**config.mk**
```make
export PLATFORM = sky130hd
export DESIGN_NAME = vcc_codec_control
export DESIGN_NICKNAME = d
export VERILOG_FILES = /design/src/shared/vcc_pkg.sv /design/src/design/vcc_codec_control.sv
export SDC_FILE = /design/constraint.sdc
export NUM_CORES = 1
export LEC_CHECK = 0
export ABC_CLOCK_PERIOD_IN_PS = 8250
export BUFFER_PORTS_ARGS = -buffer_cell sky130_fd_sc_hd__buf_2
export CORE_ASPECT_RATIO = 1.5
export CORE_UTILIZATION = 30
export CTS_CLUSTER_DIAMETER = 30
export DETAILED_ROUTE_END_ITERATION = 7
export GPL_TIMING_DRIVEN = 0
export PLACE_DENSITY = 0.54
export SLEW_MARGIN = 20
export SYNTH_ARGS = -nofsm -noshare
export SYNTH_HDL_FRONTEND = slang
export SYNTH_SLANG_ARGS = --single-unit
export TNS_END_PERCENT = 100
```
**constraint.sdc**
```tcl
create_clock -name sys_clk -period 8.25 [get_ports sys_clk]
set_clock_uncertainty 0.05 [all_clocks]
set_input_delay 0.4125 -clock sys_clk [delete_from_list [all_inputs] [get_ports sys_clk]]
set_output_delay 0.4125 -clock sys_clk [all_outputs]
set_load 0.05 [all_outputs]
```
**src/shared/vcc_pkg.sv**
```systemverilog
package vcc_pkg;

   // ------------------------------------------------------------
   // register offsets
   // ------------------------------------------------------------
   localparam logic [7:0] OFS_CODEC_FILTER_GAIN = 8'h0A;
   localparam logic [7:0] OFS_SIDETONE_GAIN = 8'h0B;
   localparam logic [7:0] OFS_FILTER_OPTION_CONTROL = 8'h0E;
   localparam logic [7:0] OFS_CODING_LAW_CONTROL = 8'h0F;
   localparam logic [7:0] OFS_TRANSMIT_PATH_CONTROL = 8'h12;
   localparam logic [7:0] OFS_RECEIVE_PATH_CONTROL = 8'h13;

   // ------------------------------------------------------------
   // field positions
   // ------------------------------------------------------------
   localparam int RX_GAIN_LSB = 0;
   localparam int TX_GAIN_LSB = 4;
   localparam int ST_GAIN_LSB = 0;
   localparam int TX_HPF_BIT = 0;
   localparam int DIAL_LPF_BIT = 1;
   localparam int CODING_SCHEME_BIT = 0;
   localparam int LAW_ALAW_BIT = 1;
   localparam int SIDETONE_EN_BIT = 0;

   // ------------------------------------------------------------
   // reset values
   // ------------------------------------------------------------
   localparam logic [7:0] RST_CODEC_FILTER_GAIN = 8'h00;
   // code 3 is the 0 dB step of the sidetone gain scale
   localparam logic [7:0] RST_SIDETONE_GAIN = 8'h03;
   localparam logic [7:0] RST_FILTER_OPTION_CONTROL = 8'h00;
   localparam logic [7:0] RST_CODING_LAW_CONTROL = 8'h00;
   localparam logic [7:0] RST_PATH_CONTROL = 8'h00;
   localparam logic [7:0] RDATA_UNMAPPED = 8'h00;

   // ------------------------------------------------------------
   // code format constants
   // ------------------------------------------------------------
   localparam logic [7:0] ALAW_INVERT_MASK = 8'h55;
   localparam logic [6:0] MULAW_MAG_MASK = 7'h7F;

   // ------------------------------------------------------------
   // gain steps, in hundredths of a dB
   // ------------------------------------------------------------
   localparam logic signed [11:0] TX_GAIN_STEP_CDB = 12'sd100;
   localparam logic signed [11:0] RX_GAIN_STEP_CDB = -12'sd100;
   localparam logic signed [11:0] ST_GAIN_STEP_CDB = 12'sd332;
   localparam logic signed [11:0] ST_GAIN_MIN_CDB = -12'sd996;

endpackage : vcc_pkg

```
**src/design/vcc_codec_control.sv**
```systemverilog
`timescale 1ns/10ps
// Contract
// - reset: sidetone, filters off, gains 0 dB, mu-law
// - path registers cleared, codec powered down
// - one 8-bit word per sample each direction
// - law and coding bits select both directions
// - sign-magnitude code assignment
// - mu-law inverted magnitude code assignment
// - A-law alternate digit inversion
// - transmit high-pass enable bit
// - dial-tone low-pass enable bit
// - sidetone tapped before transmit gain
// - sidetone summed after receive gain
// - sidetone enable bit switches path
// - transmit gain 0 to +7 dB
// - receive gain 0 to -7 dB
// - sidetone gain -9.96 to +13.28 dB
// - transmit offset nulled within one step
module vcc_codec_control #(
   parameter int LIN_W = 16
) (
   input wire logic sys_clk,
   input wire logic arst_n,
   input wire logic reg_wr,
   input wire logic reg_rd,
   input wire logic [7:0] reg_addr,
   input wire logic [7:0] reg_wdata,
   output logic [7:0] reg_rdata,
   input wire logic tx_lin_valid,
   input wire logic signed [LIN_W-1:0] tx_lin,
   output logic tx_pcm_valid,
   output logic [7:0] tx_pcm,
   input wire logic rx_pcm_valid,
   input wire logic [7:0] rx_pcm,
   output logic rx_lin_valid,
   output logic signed [LIN_W-1:0] rx_lin,
   input wire logic signed [LIN_W-1:0] rx_gained,
   output logic signed [LIN_W-1:0] handset_drive,
   output logic tx_powered,
   output logic rx_powered,
   output logic tx_hpf_en,
   output logic dial_lpf_en,
   output logic sidetone_en,
   output logic [2:0] tx_filter_gain,
   output logic [2:0] rx_filter_gain,
   output logic [2:0] sidetone_gain_code,
   output logic signed [11:0] tx_gain_cdb,
   output logic signed [11:0] rx_gain_cdb,
   output logic signed [11:0] st_gain_cdb
);

   // ------------------------------------------------------------
   // state
   // ------------------------------------------------------------
   typedef struct packed {
      logic [7:0] gain;
      logic [7:0] stg;
      logic [7:0] opt;
      logic [7:0] law;
      logic [7:0] txp;
      logic [7:0] rxp;
      logic [7:0] rdata;
      logic tx_v;
      logic [7:0] tx_pcm;
      logic rx_v;
      logic signed [LIN_W-1:0] rx_lin;
      logic signed [LIN_W-1:0] hs;
      logic signed [LIN_W-1:0] ofs;
   } vcc_state_t;

   vcc_state_t st_r;
   vcc_state_t st_nxt;

   // ------------------------------------------------------------
   // code functions
   // ------------------------------------------------------------
   // 12-bit magnitude segmented into chord and step
   function automatic logic [7:0] vcc_lin_to_sm(
      input logic signed [LIN_W-1:0] x
   );
      logic neg;
      logic [LIN_W-1:0] mag;
      logic [11:0] m;
      logic [2:0] ch;
      logic [3:0] stp;
      neg = x[LIN_W-1];
      mag = neg ? LIN_W'(-x) : LIN_W'(x);
      // most negative value saturates to full scale
      if (mag[LIN_W-1])
         mag = {1'b0, {(LIN_W-1){1'b1}}};
      m = mag[LIN_W-2 -: 12];
      ch = 3'd0;
      stp = m[4:1];
      for (int i = 1; i < 8; i++)
      begin
         if (m[i+4])
         begin
            ch = 3'(i);
            stp = m[i+3 -: 4];
         end
      end
      return {~neg, ch, stp};
   endfunction : vcc_lin_to_sm

   function automatic logic signed [LIN_W-1:0] vcc_sm_to_lin(
      input logic [7:0] c
   );
      logic [11:0] m;
      logic [LIN_W-1:0] mag;
      if (c[6:4] == 3'd0)
         m = {7'd0, c[3:0], 1'b1};
      else
         m = 12'({6'd0, 1'b1, c[3:0], 1'b1} << (c[6:4] - 3'd1));
      mag = {1'b0, m, {(LIN_W-13){1'b0}}};
      return c[7] ? $signed(mag) : $signed(LIN_W'(-mag));
   endfunction : vcc_sm_to_lin

   // sign-magnitude to line code, and back (both are self-inverse)
   function automatic logic [7:0] vcc_fmt(
      input logic [7:0] sm,
      input logic [7:0] lawreg
   );
      if (lawreg[vcc_pkg::CODING_SCHEME_BIT])
         return sm;
      else if (lawreg[vcc_pkg::LAW_ALAW_BIT])
         return sm ^ vcc_pkg::ALAW_INVERT_MASK;
      else
         return {sm[7], sm[6:0] ^ vcc_pkg::MULAW_MAG_MASK};
   endfunction : vcc_fmt

   function automatic logic signed [11:0] vcc_gain(
      input logic [2:0] code,
      input logic signed [11:0] base,
      input logic signed [11:0] step
   );
      return 12'(base + $signed({9'd0, code}) * step);
   endfunction : vcc_gain

   // ------------------------------------------------------------
   // next state
   // ------------------------------------------------------------
   logic signed [LIN_W-1:0] tx_corr;
   logic [7:0] tx_sm;
   logic st_on;

   always_comb
   begin
      st_nxt = st_r;
      st_on = st_r.rxp[vcc_pkg::SIDETONE_EN_BIT];
      // offset estimate follows the mean one linear LSB at a time
      tx_corr = LIN_W'(tx_lin - st_r.ofs);
      tx_sm = vcc_lin_to_sm(tx_corr);

      if (reg_wr)
      begin
         case (reg_addr)
            vcc_pkg::OFS_CODEC_FILTER_GAIN: st_nxt.gain = reg_wdata;
            vcc_pkg::OFS_SIDETONE_GAIN: st_nxt.stg = reg_wdata;
            vcc_pkg::OFS_FILTER_OPTION_CONTROL: st_nxt.opt = reg_wdata;
            vcc_pkg::OFS_CODING_LAW_CONTROL: st_nxt.law = reg_wdata;
            vcc_pkg::OFS_TRANSMIT_PATH_CONTROL: st_nxt.txp = reg_wdata;
            vcc_pkg::OFS_RECEIVE_PATH_CONTROL: st_nxt.rxp = reg_wdata;
            default: st_nxt.gain = st_r.gain;
         endcase
      end

      if (reg_rd)
      begin
         case (reg_addr)
            vcc_pkg::OFS_CODEC_FILTER_GAIN: st_nxt.rdata = st_r.gain;
            vcc_pkg::OFS_SIDETONE_GAIN: st_nxt.rdata = st_r.stg;
            vcc_pkg::OFS_FILTER_OPTION_CONTROL: st_nxt.rdata = st_r.opt;
            vcc_pkg::OFS_CODING_LAW_CONTROL: st_nxt.rdata = st_r.law;
            vcc_pkg::OFS_TRANSMIT_PATH_CONTROL: st_nxt.rdata = st_r.txp;
            vcc_pkg::OFS_RECEIVE_PATH_CONTROL: st_nxt.rdata = st_r.rxp;
            default: st_nxt.rdata = vcc_pkg::RDATA_UNMAPPED;
         endcase
      end

      // powered-down paths produce no words
      st_nxt.tx_v = tx_lin_valid && (st_r.txp != 8'h00);
      st_nxt.rx_v = rx_pcm_valid && (st_r.rxp != 8'h00);

      if (tx_lin_valid && (st_r.txp != 8'h00))
      begin
         st_nxt.tx_pcm = vcc_fmt(tx_sm, st_r.law);
         if (tx_corr > 0)
            st_nxt.ofs = LIN_W'(st_r.ofs + 1);
         else if (tx_corr < 0)
            st_nxt.ofs = LIN_W'(st_r.ofs - 1);
      end

      if (rx_pcm_valid && (st_r.rxp != 8'h00))
         st_nxt.rx_lin = vcc_sm_to_lin(vcc_fmt(rx_pcm, st_r.law));

      // tap is the raw transmit sample, ahead of transmit gain;
      // sum is after receive gain, so neither gain touches it
      st_nxt.hs = st_on ? LIN_W'(rx_gained + tx_lin)
                        : rx_gained;
   end

   always_ff @(posedge sys_clk or negedge arst_n)
   begin
      if (!arst_n)
      begin
         st_r <= '0;
         st_r.gain <= vcc_pkg::RST_CODEC_FILTER_GAIN;
         st_r.stg <= vcc_pkg::RST_SIDETONE_GAIN;
         st_r.opt <= vcc_pkg::RST_FILTER_OPTION_CONTROL;
         st_r.law <= vcc_pkg::RST_CODING_LAW_CONTROL;
         st_r.txp <= vcc_pkg::RST_PATH_CONTROL;
         st_r.rxp <= vcc_pkg::RST_PATH_CONTROL;
      end
      else
         st_r <= st_nxt;
   end

   // ------------------------------------------------------------
   // outputs
   // ------------------------------------------------------------
   assign reg_rdata = st_r.rdata;
   assign tx_pcm_valid = st_r.tx_v;
   assign tx_pcm = st_r.tx_pcm;
   assign rx_lin_valid = st_r.rx_v;
   assign rx_lin = st_r.rx_lin;
   assign handset_drive = st_r.hs;
   assign tx_powered = st_r.txp != 8'h00;
   assign rx_powered = st_r.rxp != 8'h00;
   assign tx_hpf_en = st_r.opt[vcc_pkg::TX_HPF_BIT];
   assign dial_lpf_en = st_r.opt[vcc_pkg::DIAL_LPF_BIT];
   assign sidetone_en = st_r.rxp[vcc_pkg::SIDETONE_EN_BIT];
   assign tx_filter_gain = st_r.gain[vcc_pkg::TX_GAIN_LSB +: 3];
   assign rx_filter_gain = st_r.gain[vcc_pkg::RX_GAIN_LSB +: 3];
   assign sidetone_gain_code = st_r.stg[vcc_pkg::ST_GAIN_LSB +: 3];
   assign tx_gain_cdb = vcc_gain(tx_filter_gain, 12'sd0,
      vcc_pkg::TX_GAIN_STEP_CDB);
   assign rx_gain_cdb = vcc_gain(rx_filter_gain, 12'sd0,
      vcc_pkg::RX_GAIN_STEP_CDB);
   assign st_gain_cdb = vcc_gain(sidetone_gain_code,
      vcc_pkg::ST_GAIN_MIN_CDB, vcc_pkg::ST_GAIN_STEP_CDB);

   logic first_r;
   always_ff @(posedge sys_clk or negedge arst_n)
   begin
      if (!arst_n)
         first_r <= 1'b1;
      else
         first_r <= 1'b0;
   end
endmodule : vcc_codec_control

```
### Word level (Yosys, flattened, before mapping)

Index checks and enable logic that the tools add are counted.

| storage, ports and cells | value |
|---|---|
| flip-flop bits (word level) | 114 |
| output and inout port bits | 100 |
| input port bits | 62 |
| word-level logic and storage cells | 78 |

| cells by class | value |
|---|---|
| multipliers | 3 |
| bitwise logic cells | 5 |
| order comparisons | 2 |
| shift-type cells | 1 |
| reduce and logical (&&, ||, !) cells | 13 |
| add/subtract/negate cells | 8 |
| muxes and demuxes | 27 |
| equal/unequal tests | 6 |

Operators with widths:

| kind | number |
|---|---|
| 2-to-1 mux 16 bit | 5 |
| one-hot mux 8 bit (6 select lines) | 1 |
| equality test 8 x 4 -> 1 bit (second input constant) | 4 |
| 2-to-1 mux 7 bit | 4 |
| 2-to-1 mux 12 bit | 2 |
| 2-to-1 mux 4 bit | 6 |
| adder 16 bit | 1 |
| adder 16 x 2 -> 16 bit (second input constant) | 1 |
| equality test 8 x 5 -> 1 bit (second input constant) | 2 |
| greater-than comparator 16 x 1 -> 1 bit (second input constant) | 1 |
| < comparator 16 x 1 -> 1 bit (second input constant) | 1 |
| negator 15 -> 16 bit | 1 |
| negator 16 bit | 1 |
| nonzero test 8 bit | 2 |
| subtractor 16 bit | 1 |
| subtractor 16 x 2 -> 16 bit (second input constant) | 1 |
| 2-to-1 mux 15 bit | 1 |
| 2-to-1 mux 3 bit | 5 |
| inverter 7 bit | 2 |
| AND reduction 2 bit | 7 |
| adder 11 x 12 -> 12 bit (first input constant) | 1 |
| << shifter 6 x 3 -> 12 bit | 1 |
| multiplier 3 x 7 -> 10 bit (second input constant) | 1 |
| multiplier 4 x 6 -> 10 bit (second input constant) | 1 |
| 10 further kinds | 12 |

### Depth between registers and ports, before layout

Gate-level depths: netlist (run 1).

| logic depth | value |
|---|---|
| word-level depth | 14 |
| depth in mapped cells | 25 |
| gate-level depth less buffers | 25 |

### Worst setup path after synthesis (run 1)

Ideal clock, no wire load.

| path | value |
|---|---|
| kind | input port to flip-flop |
| start | input port tx_lin[0] |
| end | register st_r[14] in the netlist's numbering |
| required time | 8.105 ns |
| setup slack | 2.480 ns |
| buffers on the path | 0 |
| stages | 25 |
| arrival | 5.625 ns |
| path through | inv_1 ha_1 fa_1 nand2b_1 a21o_1 nor4b_1 a2111oi_4 nor3b_4 nand4_4 or4_4 nand2_1 inv_1 fa_1 nor2b_1 o21ai_0 a21boi_0 o21ai_0 a21boi_0 o21ai_0 a21boi_0 o21ai_0 a211oi_1 o21ai_0 nor3b_1 o31ai_1 |

| between the ends | value |
|---|---|
| longest elaborated chain between the ends | 4 |
| elaborated cells between the ends (all ways) | 6 |
| those cells by class | 1 x add/sub; 2 x order compare; 1 x mux; 2 x reduce/logical |

RTL lines:

| element | line | text |
|---|---|---|
| from (decl) | vcc_codec_control.sv:30 | `input wire logic signed [LIN_W-1:0] tx_lin,` |
| subtractor 16 bit (*) | vcc_codec_control.sv:151 | `tx_corr = LIN_W'(tx_lin - st_r.ofs);` |
| greater-than comparator 16 x 1 -> 1 bit / < comparator 16 x 1 -> 1 bit (equally long branches) | vcc_codec_control.sv:187, vcc_codec_control.sv:189 |  |
| nonzero test 2 bit (no source line) | n/a |  |
| AND reduction 2 bit (no source line) | n/a |  |
| to (signal assigned) | vcc_codec_control.sv:215 | `st_r <= st_nxt;` |
| to (decl) | vcc_codec_control.sv:71 | `vcc_state_t st_r;` |

Every way passes the cells marked *; elsewhere a longest branch is shown, timed or not.
A chain may end at the register's enable or synchronous reset.

### Final worst setup path (run 1)

| path | value |
|---|---|
| start | register st_r[0] in the netlist's numbering |
| end | register st_r[14] in the netlist's numbering |

| between the ends | value |
|---|---|
| longest elaborated chain between the ends | 4 |
| elaborated cells between the ends (all ways) | 9 |
| those cells by class | 3 x add/sub; 2 x order compare; 2 x mux; 2 x reduce/logical |

RTL lines:

| element | line |
|---|---|
| subtractor 16 bit | vcc_codec_control.sv:151 |
| greater-than comparator 16 x 1 -> 1 bit / < comparator 16 x 1 -> 1 bit (equally long branches) | vcc_codec_control.sv:187, vcc_codec_control.sv:189 |
| nonzero test 2 bit (no source line) | n/a |
| AND reduction 2 bit (no source line) | n/a |

Several ways; a longest one is shown, not always the timed one. The select of a mux whose other input is x is not followed.

==> summary.txt, run 1 <==
Power
  – Cell area power density: 349.4 nW/um^2
  – Maximum VDD drop: 0.1486 mV
  – Leak: 5.371 nW

Floorplanning
  – Die Width: 147.3 um
  – Die Area: 32,410 sq um
  – Die Y: 220.0 um
  – Area of the core: 31,140 sq um
  – I/O pins: 162
  – # rows: 79
  – Starting Density: 30.52%

Clock network
  – Number of CTS-inserted buffers: 9
  – Clk sinks: 111
  – Worst-path clk slew: 0.08 ns
  – Bufs on Longest Clock Path: 2
  – CTS tree: done
  – H-tree Lvls: 3
  – Post_cts resized: 0
  – CTS Root Cell: clkbuf_16
  – Clock latency on the worst-skew pair: 0.38 ns

Synthesis
  – Main flop type after synthesis: dfrtp_1
  – Post-synth EDFFs: 0
  – Synth Warn #: 0
  – Post-Synthesis Cells: 1,091
  – Synth Cell Area: 9504 sq um
  – Seq/Total Area, Yosys: 29.25%
  – Avg Cell Area, Syn: 8.711 sq um
  – Async S/R FF share, synth: 100.0%
  – Yosys reg bits: 111
  – Post-synth cell types: 78

Drt
  – WL met1: 10.76 mm
  – Post-Route WL: 26.60 mm
  – DR vias: 8,369
  – Remaining antenna violation count: 0
  – Via density: 5.011
  – Top layer in use: met4
  – DRT Pass-1 Iters: 5
  – Met2 WL post-DR: 14.37 mm
  – DRC: 0
  – Wire length on met3: 799 um
  – Wire per inst: 15.93 um
  – Drt initial violations: 310

Worst setup path
  – CP startpoint kind: flop
  – Worst Path Required: 8.49 ns
  – Crit path cell chain: ha_1 > fa_1 > nand2b_1 > a21o_1 > nor4b_1 > a2111oi_4 > nor3b_4 > nand4_4 > or4_4 > nand2_1 > inv_1 > fa_1 > nor2b_1 > o21ai_0 > a21boi_0 > o21ai_0 > a21boi_0 > o21ai_0 > a21boi_0 > o21ai_0 > a211oi_1 > o21ai_0 > nor3b_1 > o31ai_1
  – Crit-path slowest cell: or4_4
  – Crit-path leading delay family: compound AO/OA/AOI/OAI gates
  – Register-to-register setup slack: 1.21 ns
  – CP peak stage delay: 0.57 ns
  – Worst path buffer plus inverter count: 1
  – Crit Path Class: reg2reg
  – WP data arrival: 7.28 ns
  – Top cell by count, worst path: o21ai_0
  – Crit end category: flop
  – CP Depth: 24
  – Highest net fanout along the worst path: 15
  – FF-to-FF path depth: 24

STA
  – Slew HR: 42.65%
  – Slew Limit Fails: 0
  – Slew @ Worst Pin: 0.8571 ns
  – RSZ-0062 raised after global routing: no
  – Fin crit share: 85.29%
  – Setup violators final: 0
  – Final Hold Fails: 0
  – Min cycle time layout: 7.037 ns
  – Setup TNS: 0 ns
  – Upper clock frequency limit: 142.1 MHz

Final layout
  – Share of cells above drive strength 1: 25.22%
  – Post-layout util: 35.76%
  – Nets: 1,400
  – Leading cell type in the layout, fill and taps excluded: buf_2
  – Most frequent cells in the layout: buf_2 (145), dfrtp_1 (109), nand2_1 (102)
  – Ant diodes: 0
  – Area of the multi-input gates: 5871 sq um
  – Area delta synth->final: 17.15%
  – Fillers: 3,253
  – Storage element area: 2780 sq um
  – Fin cells: 1,670

Min path
  – HP Class: in2reg
  – Worst Hold Path Cells: 2

GRT
  – Remaining global-route overflow: 0
  – GRT Total Usage: 16.65%
  – Vias in the first global route: 8,142
  – Pin count of the biggest net entering global routing: 76
  – Global-route wire length before repair: 42.06 mm
  – Initial antenna violation count: 0

Status
  – Status: finished clean

Placement
  – Port Buffer Count: 146
  – Hpwl dp: 21.71 mm
  – DP Cell Count: 1,653
  – GPL Wtd Cong: 0.8617

Job
  – Number of max-cap violations: 0
layout make-up:
| type | instances | area share [%] |
|---|---|---|
| Buffer | 106 | 5.933 |
| Clock buffer | 9 | 2.023 |
| Clock inverter | 7 | 0.6855 |
| Inverter | 64 | 2.158 |
| Multi-Input combinational cell | 820 | 52.73 |
| Sequential cell | 111 | 24.97 |
| Tap cell | 405 | 4.551 |
| Timing Repair Buffer | 148 | 6.956 |
sequential cells by signal (all words and copies together) (netlist names):
name / count
sidetone_gain_code: 3
tx_pcm: 8
tx_filter_gain: 3
rx_filter_gain: 3
reg_rdata: 8
tx_hpf_en: 1
rx_lin: 13
tx_pcm_valid: 1
st_r: 52
handset_drive: 16
dial_lpf_en: 1
sidetone_en: 1
rx_lin_valid: 1
final timing paths:
| check | start | end |
|---|---|---|
| worst max-delay path | st_r[0] | st_r[14] |
| worst min-delay path | rx_gained[15] | handset_drive[15] |
| worst max register to register | st_r[0] | st_r[14] |
| worst min register to register | rx_lin[11] | rx_lin[11] |
| max in group asynchronous | arst_n | sidetone_gain_code[0] |
| min in group asynchronous | arst_n | tx_filter_gain[2] |
synthesized netlist by cell type (all sizes together), types with 7 or more instances:
| library cell | n | share of area, % |
|---|---|---|
| xnor2 | 51 | 4.7 |
| a21oi | 61 | 3.2 |
| nand2 | 102 | 4.0 |
| mux2i | 12 | 1.3 |
| o31ai | 14 | 1.1 |
| a21o | 13 | 1.0 |
| xor2 | 27 | 2.6 |
| buf | 75 | 5.7 |
| mux2 | 65 | 7.7 |
| a31oi | 13 | 0.86 |
| nor4 | 8 | 0.53 |
| nand2b | 7 | 0.46 |
| o21a | 7 | 0.55 |
| dfrtp | 109 | 29 |
| a22oi | 7 | 0.55 |
| o21ai | 78 | 4.1 |
| clkbuf | 31 | 1.2 |
| a211oi | 14 | 1.2 |
| a22o | 7 | 0.65 |
| inv | 64 | 2.5 |
| ha | 73 | 9.6 |
| nor2 | 75 | 3.0 |
| nand4 | 8 | 0.68 |
| o211ai | 9 | 0.71 |
| nand3 | 19 | 1.0 |
| a21boi | 9 | 0.71 |
| nor3 | 33 | 1.7 |
| nor2b | 8 | 0.53 |
layer usage:
metal	track usage, %	vias up
met3	2.277	38
met4	6.289	0
met2	32.25	168
met1	18.06	3996
li1	-	4167
met5	0	-
stage by stage:
stage	area, sq um	power (W)	setup slack [ns]	hold WS [ns]
after floorplan	9542	0.002834	2.480	0.06691
after global placement	10780	0.003405	1.141	0.4244
after detailed placement	10820	0.003437	1.092	0.2932
after CTS	11130	0.003909	1.183	0.1499
after global routing	11130	0.004236	0.6160	0.1529
final	11130	0.003891	1.213	0.1650
where the power goes:
part	leakage (nW)	total [W]	switching (W)	internal [W]
registers	1.43	0.000725	0.0000769	0.000648
logic	3.79	0.00271	0.00174	0.000977
clock network	0.145	0.000452	0.000237	0.000215
cell families after synthesis:
group	synth area share (%)
buffers and inverters	9.479
and+or+nand+nor	15.01
other	0.03946
DFF	29.25
muxes	9.202
adders and majority gates	10.66
xor gates and xnor gates	7.267
AOI/OAI and AO/OA	19.09
timing repair:
item	CTS	global route
buffers inserted	0	0
hold endpoints to repair	36	0
hold buffers	1	0
Power figures use the tool's default switching activity.
==> run 2, diff against run 1 <==
--- a/config.mk
+++ b/config.mk
@@ -7,12 +7,14 @@
 export LEC_CHECK = 0
 export ABC_CLOCK_PERIOD_IN_PS = 8250
 export BUFFER_PORTS_ARGS = -buffer_cell sky130_fd_sc_hd__buf_2
+export CELL_PAD_IN_SITES_DETAIL_PLACEMENT = 0
+export CELL_PAD_IN_SITES_GLOBAL_PLACEMENT = 1
 export CORE_ASPECT_RATIO = 1.5
 export CORE_UTILIZATION = 30
 export CTS_CLUSTER_DIAMETER = 30
 export DETAILED_ROUTE_END_ITERATION = 7
 export GPL_TIMING_DRIVEN = 0
-export PLACE_DENSITY = 0.54
+export PLACE_DENSITY = 0.66
 export SLEW_MARGIN = 20
 export SYNTH_ARGS = -nofsm -noshare
 export SYNTH_HDL_FRONTEND = slang
==> run 2 against run 1 <==
  * Final cell count hardly changed
  * Final area rose by 0.23%
  * Fmax up 1.9%
  * Worst hold slack improved by 0.0070 ns
  * Highest routed layer unchanged
==> summary.txt, run 2 (synthesis gave the netlist of run 1 again) <==
Job
  – Number of max-cap violations: 0 (unchanged)

Drt
  – Post-Route WL: 25.37 mm (was 26.60 mm)
  – Wire per inst: 15.18 um (was 15.93 um)
  – Met2 WL post-DR: 13.86 mm (was 14.37 mm)
  – WL met1: 10.30 mm (was 10.76 mm)
  – Top layer in use: met4 (unchanged)
  – Remaining antenna violation count: 0 (unchanged)
  – DR vias: 8,207 (was 8,369)
  – Drt initial violations: 323 (was 310)
  – DRC: 0 (unchanged)
  – Wire length on met3: 801 um (was 799 um)
  – DRT Pass-1 Iters: 5 (unchanged)
  – Via density: 4.911 (was 5.011)

Final layout
  – Leading cell type in the layout, fill and taps excluded: buf_2 (unchanged)
  – Area delta synth->final: 17.42% (was 17.15%)
  – Max reg flops: 52 (unchanged)
  – Nets: 1,401 (was 1,400)
  – Storage element area: 2780 sq um (unchanged)
  – Post-layout util: 35.84% (was 35.76%)
  – Ant diodes: 0 (unchanged)
  – Final Cell Area: 11,160 sq um (was 11,130 sq um)
  – Share of cells above drive strength 1: 25.28% (was 25.22%)
  – Most frequent cells in the layout: buf_2 (145), dfrtp_1 (109), nand2_1 (102) (unchanged)
  – Fillers: 3,339 (was 3,253)
  – Area of the multi-input gates: 5871 sq um (unchanged)
  – Reg with most FFs: st_r (unchanged)

Worst setup path
  – Crit Path Class: reg2reg (unchanged)
  – Highest net fanout along the worst path: 15 (unchanged)
  – Top cell by count, worst path: o21ai_0 (unchanged)
  – Worst Path Required: 8.48 ns (was 8.49 ns)
  – Crit path cell chain: ha_1 > fa_1 > nand2b_1 > a21o_1 > nor4b_1 > a2111oi_4 > nor3b_4 > nand4_4 > or4_4 > nand2_1 > inv_1 > fa_1 > nor2b_1 > o21ai_0 > a21boi_0 > o21ai_0 > a21boi_0 > o21ai_0 > a21boi_0 > o21ai_0 > a211oi_1 > o21ai_0 > nor3b_1 > o31ai_1 (unchanged)
  – CP peak stage delay: 0.57 ns (about the same)
  – CP startpoint kind: flop (unchanged)
  – Crit-path slowest cell: or4_4 (unchanged)
  – Crit end category: flop (unchanged)
  – WP data arrival: 7.13 ns (was 7.28 ns)

GRT
  – GRT Total Usage: 15.95% (was 16.65%)
  – Global-route wire length before repair: 41.17 mm (was 42.06 mm)
  – Vias in the first global route: 8,056 (was 8,142)
  – Initial antenna violation count: 0 (unchanged)
  – Remaining global-route overflow: 0 (unchanged)
  – Pin count of the biggest net entering global routing: 58 (was 76)

Status
  – Status: finished clean (unchanged)

Clock network
  – Bufs on Longest Clock Path: 2 (unchanged)
  – Post_cts resized: 0 (unchanged)
  – CTS tree: done (unchanged)
  – Number of CTS-inserted buffers: 9 (unchanged)
  – Hold Buf Count CTS: 1 (unchanged)
  – Post-CTS Setup Inserts: 0 (unchanged)
  – Worst-path clk slew: 0.09 ns (was 0.08 ns)
  – H-tree Lvls: 3 (unchanged)
  – Clk sinks: 111 (unchanged)
  – CTS Root Cell: clkbuf_16 (unchanged)
  – Clock latency on the worst-skew pair: 0.37 ns (was 0.38 ns)

Placement
  – Port Buffer Count: 146 (unchanged)
  – GPL Wtd Cong: 0.8221 (was 0.8617)
  – Placed cell area: 10,830 sq um (was 10,820 sq um)
  – Hpwl dp: 20.46 mm (was 21.71 mm)

STA
  – Setup TNS: 0 ns (unchanged)
  – Upper clock frequency limit: 144.8 MHz (was 142.1 MHz)
  – Slew Limit Fails: 0 (unchanged)
  – RSZ-0062 raised after global routing: no (unchanged)
  – Slew HR: 47.36% (was 42.65%)
  – Fin crit share: 83.70% (was 85.29%)
  – Slew @ Worst Pin: 0.7797 ns (was 0.8571 ns)
  – Setup violators final: 0 (unchanged)
  – Final Hold Fails: 0 (unchanged)
  – Min cycle time layout: 6.906 ns (was 7.037 ns)

Floorplanning
  – Area of the core: 31,140 sq um (unchanged)
  – Starting Density: 30.52% (unchanged)
  – I/O pins: 162 (unchanged)
  – Die Y: 220.0 um (unchanged)
  – Die Width: 147.3 um (unchanged)
  – Die Area: 32,410 sq um (unchanged)
  – # rows: 79 (unchanged)

Power
  – Cell area power density: 347.1 nW/um^2 (was 349.4 nW/um^2)
  – Maximum VDD drop: 0.1354 mV (was 0.1486 mV)
  – Leak: 5.386 nW (was 5.371 nW)

Min path
  – HP Class: in2reg (unchanged)
-- run 2: cell type report --
type,count,area share (%)
inverters,64,2.153
repair buffers,149,7.007
multi-input cells,820,52.61
well taps,405,4.541
clock inverters,7,0.8409
clock buffers,9,2.018
plain buffers,106,5.920
flip-flops and latches,111,24.91
-- run 2: power breakdown --
group	switching (W)	internal [W]	total [W]
registers	0.0000728	0.000648	0.000721
logic	0.00171	0.000975	0.00268
clock network	0.000246	0.000223	0.000469
total	0.00203	0.00185	0.00387
-- run 2: through the flow --
step           hold WS [ns]  power, W  cells  setup slack [ns]
6_report             0.1720  0.003874   1671             1.344
5_1_grt              0.1551  0.004225   1671            0.7375
4_1_cts              0.1628  0.003899   1671             1.288
3_5_place_dp         0.3782  0.003413   1654             1.185
3_3_place_gp         0.4173  0.003403   1652             1.235
2_1_floorplan       0.06691  0.002834   1101             2.480
-- run 2: critical path: cells and delay by family, from the launching register on --
| kind | cells | cell delay (ns) |
|---|---|---|
| AO/OA/AOI/OAI | 12 | 2.70 |
| AND/OR/NAND/NOR | 8 | 2.31 |
| adder cells (fa/ha/maj) | 3 | 1.09 |
| flip-flops | 1 | 0.43 |
| buffers and inverters | 1 | 0.22 |
-- run 2: final timing paths --
check                                         to  depth (start not counted)  slack (ns)           from
max                                     st_r[14]                         24        1.34        st_r[0]
min                            handset_drive[15]                          2        0.17  rx_gained[15]
max reg2reg                             st_r[14]                         24        1.34        st_r[0]
min reg2reg                           rx_lin[11]                          2        0.43     rx_lin[11]
max in group asynchronous  sidetone_gain_code[1]                          3        6.89         arst_n
min in group asynchronous           reg_rdata[2]                          2        0.52         arst_n
-- run 2: per-layer routing --
layer	track usage, %	vias to the layer above
met2	31.60	151
li1	-	4161
met3	1.967	21
met4	4.605	0
met5	0	-
met1	17.39	3874
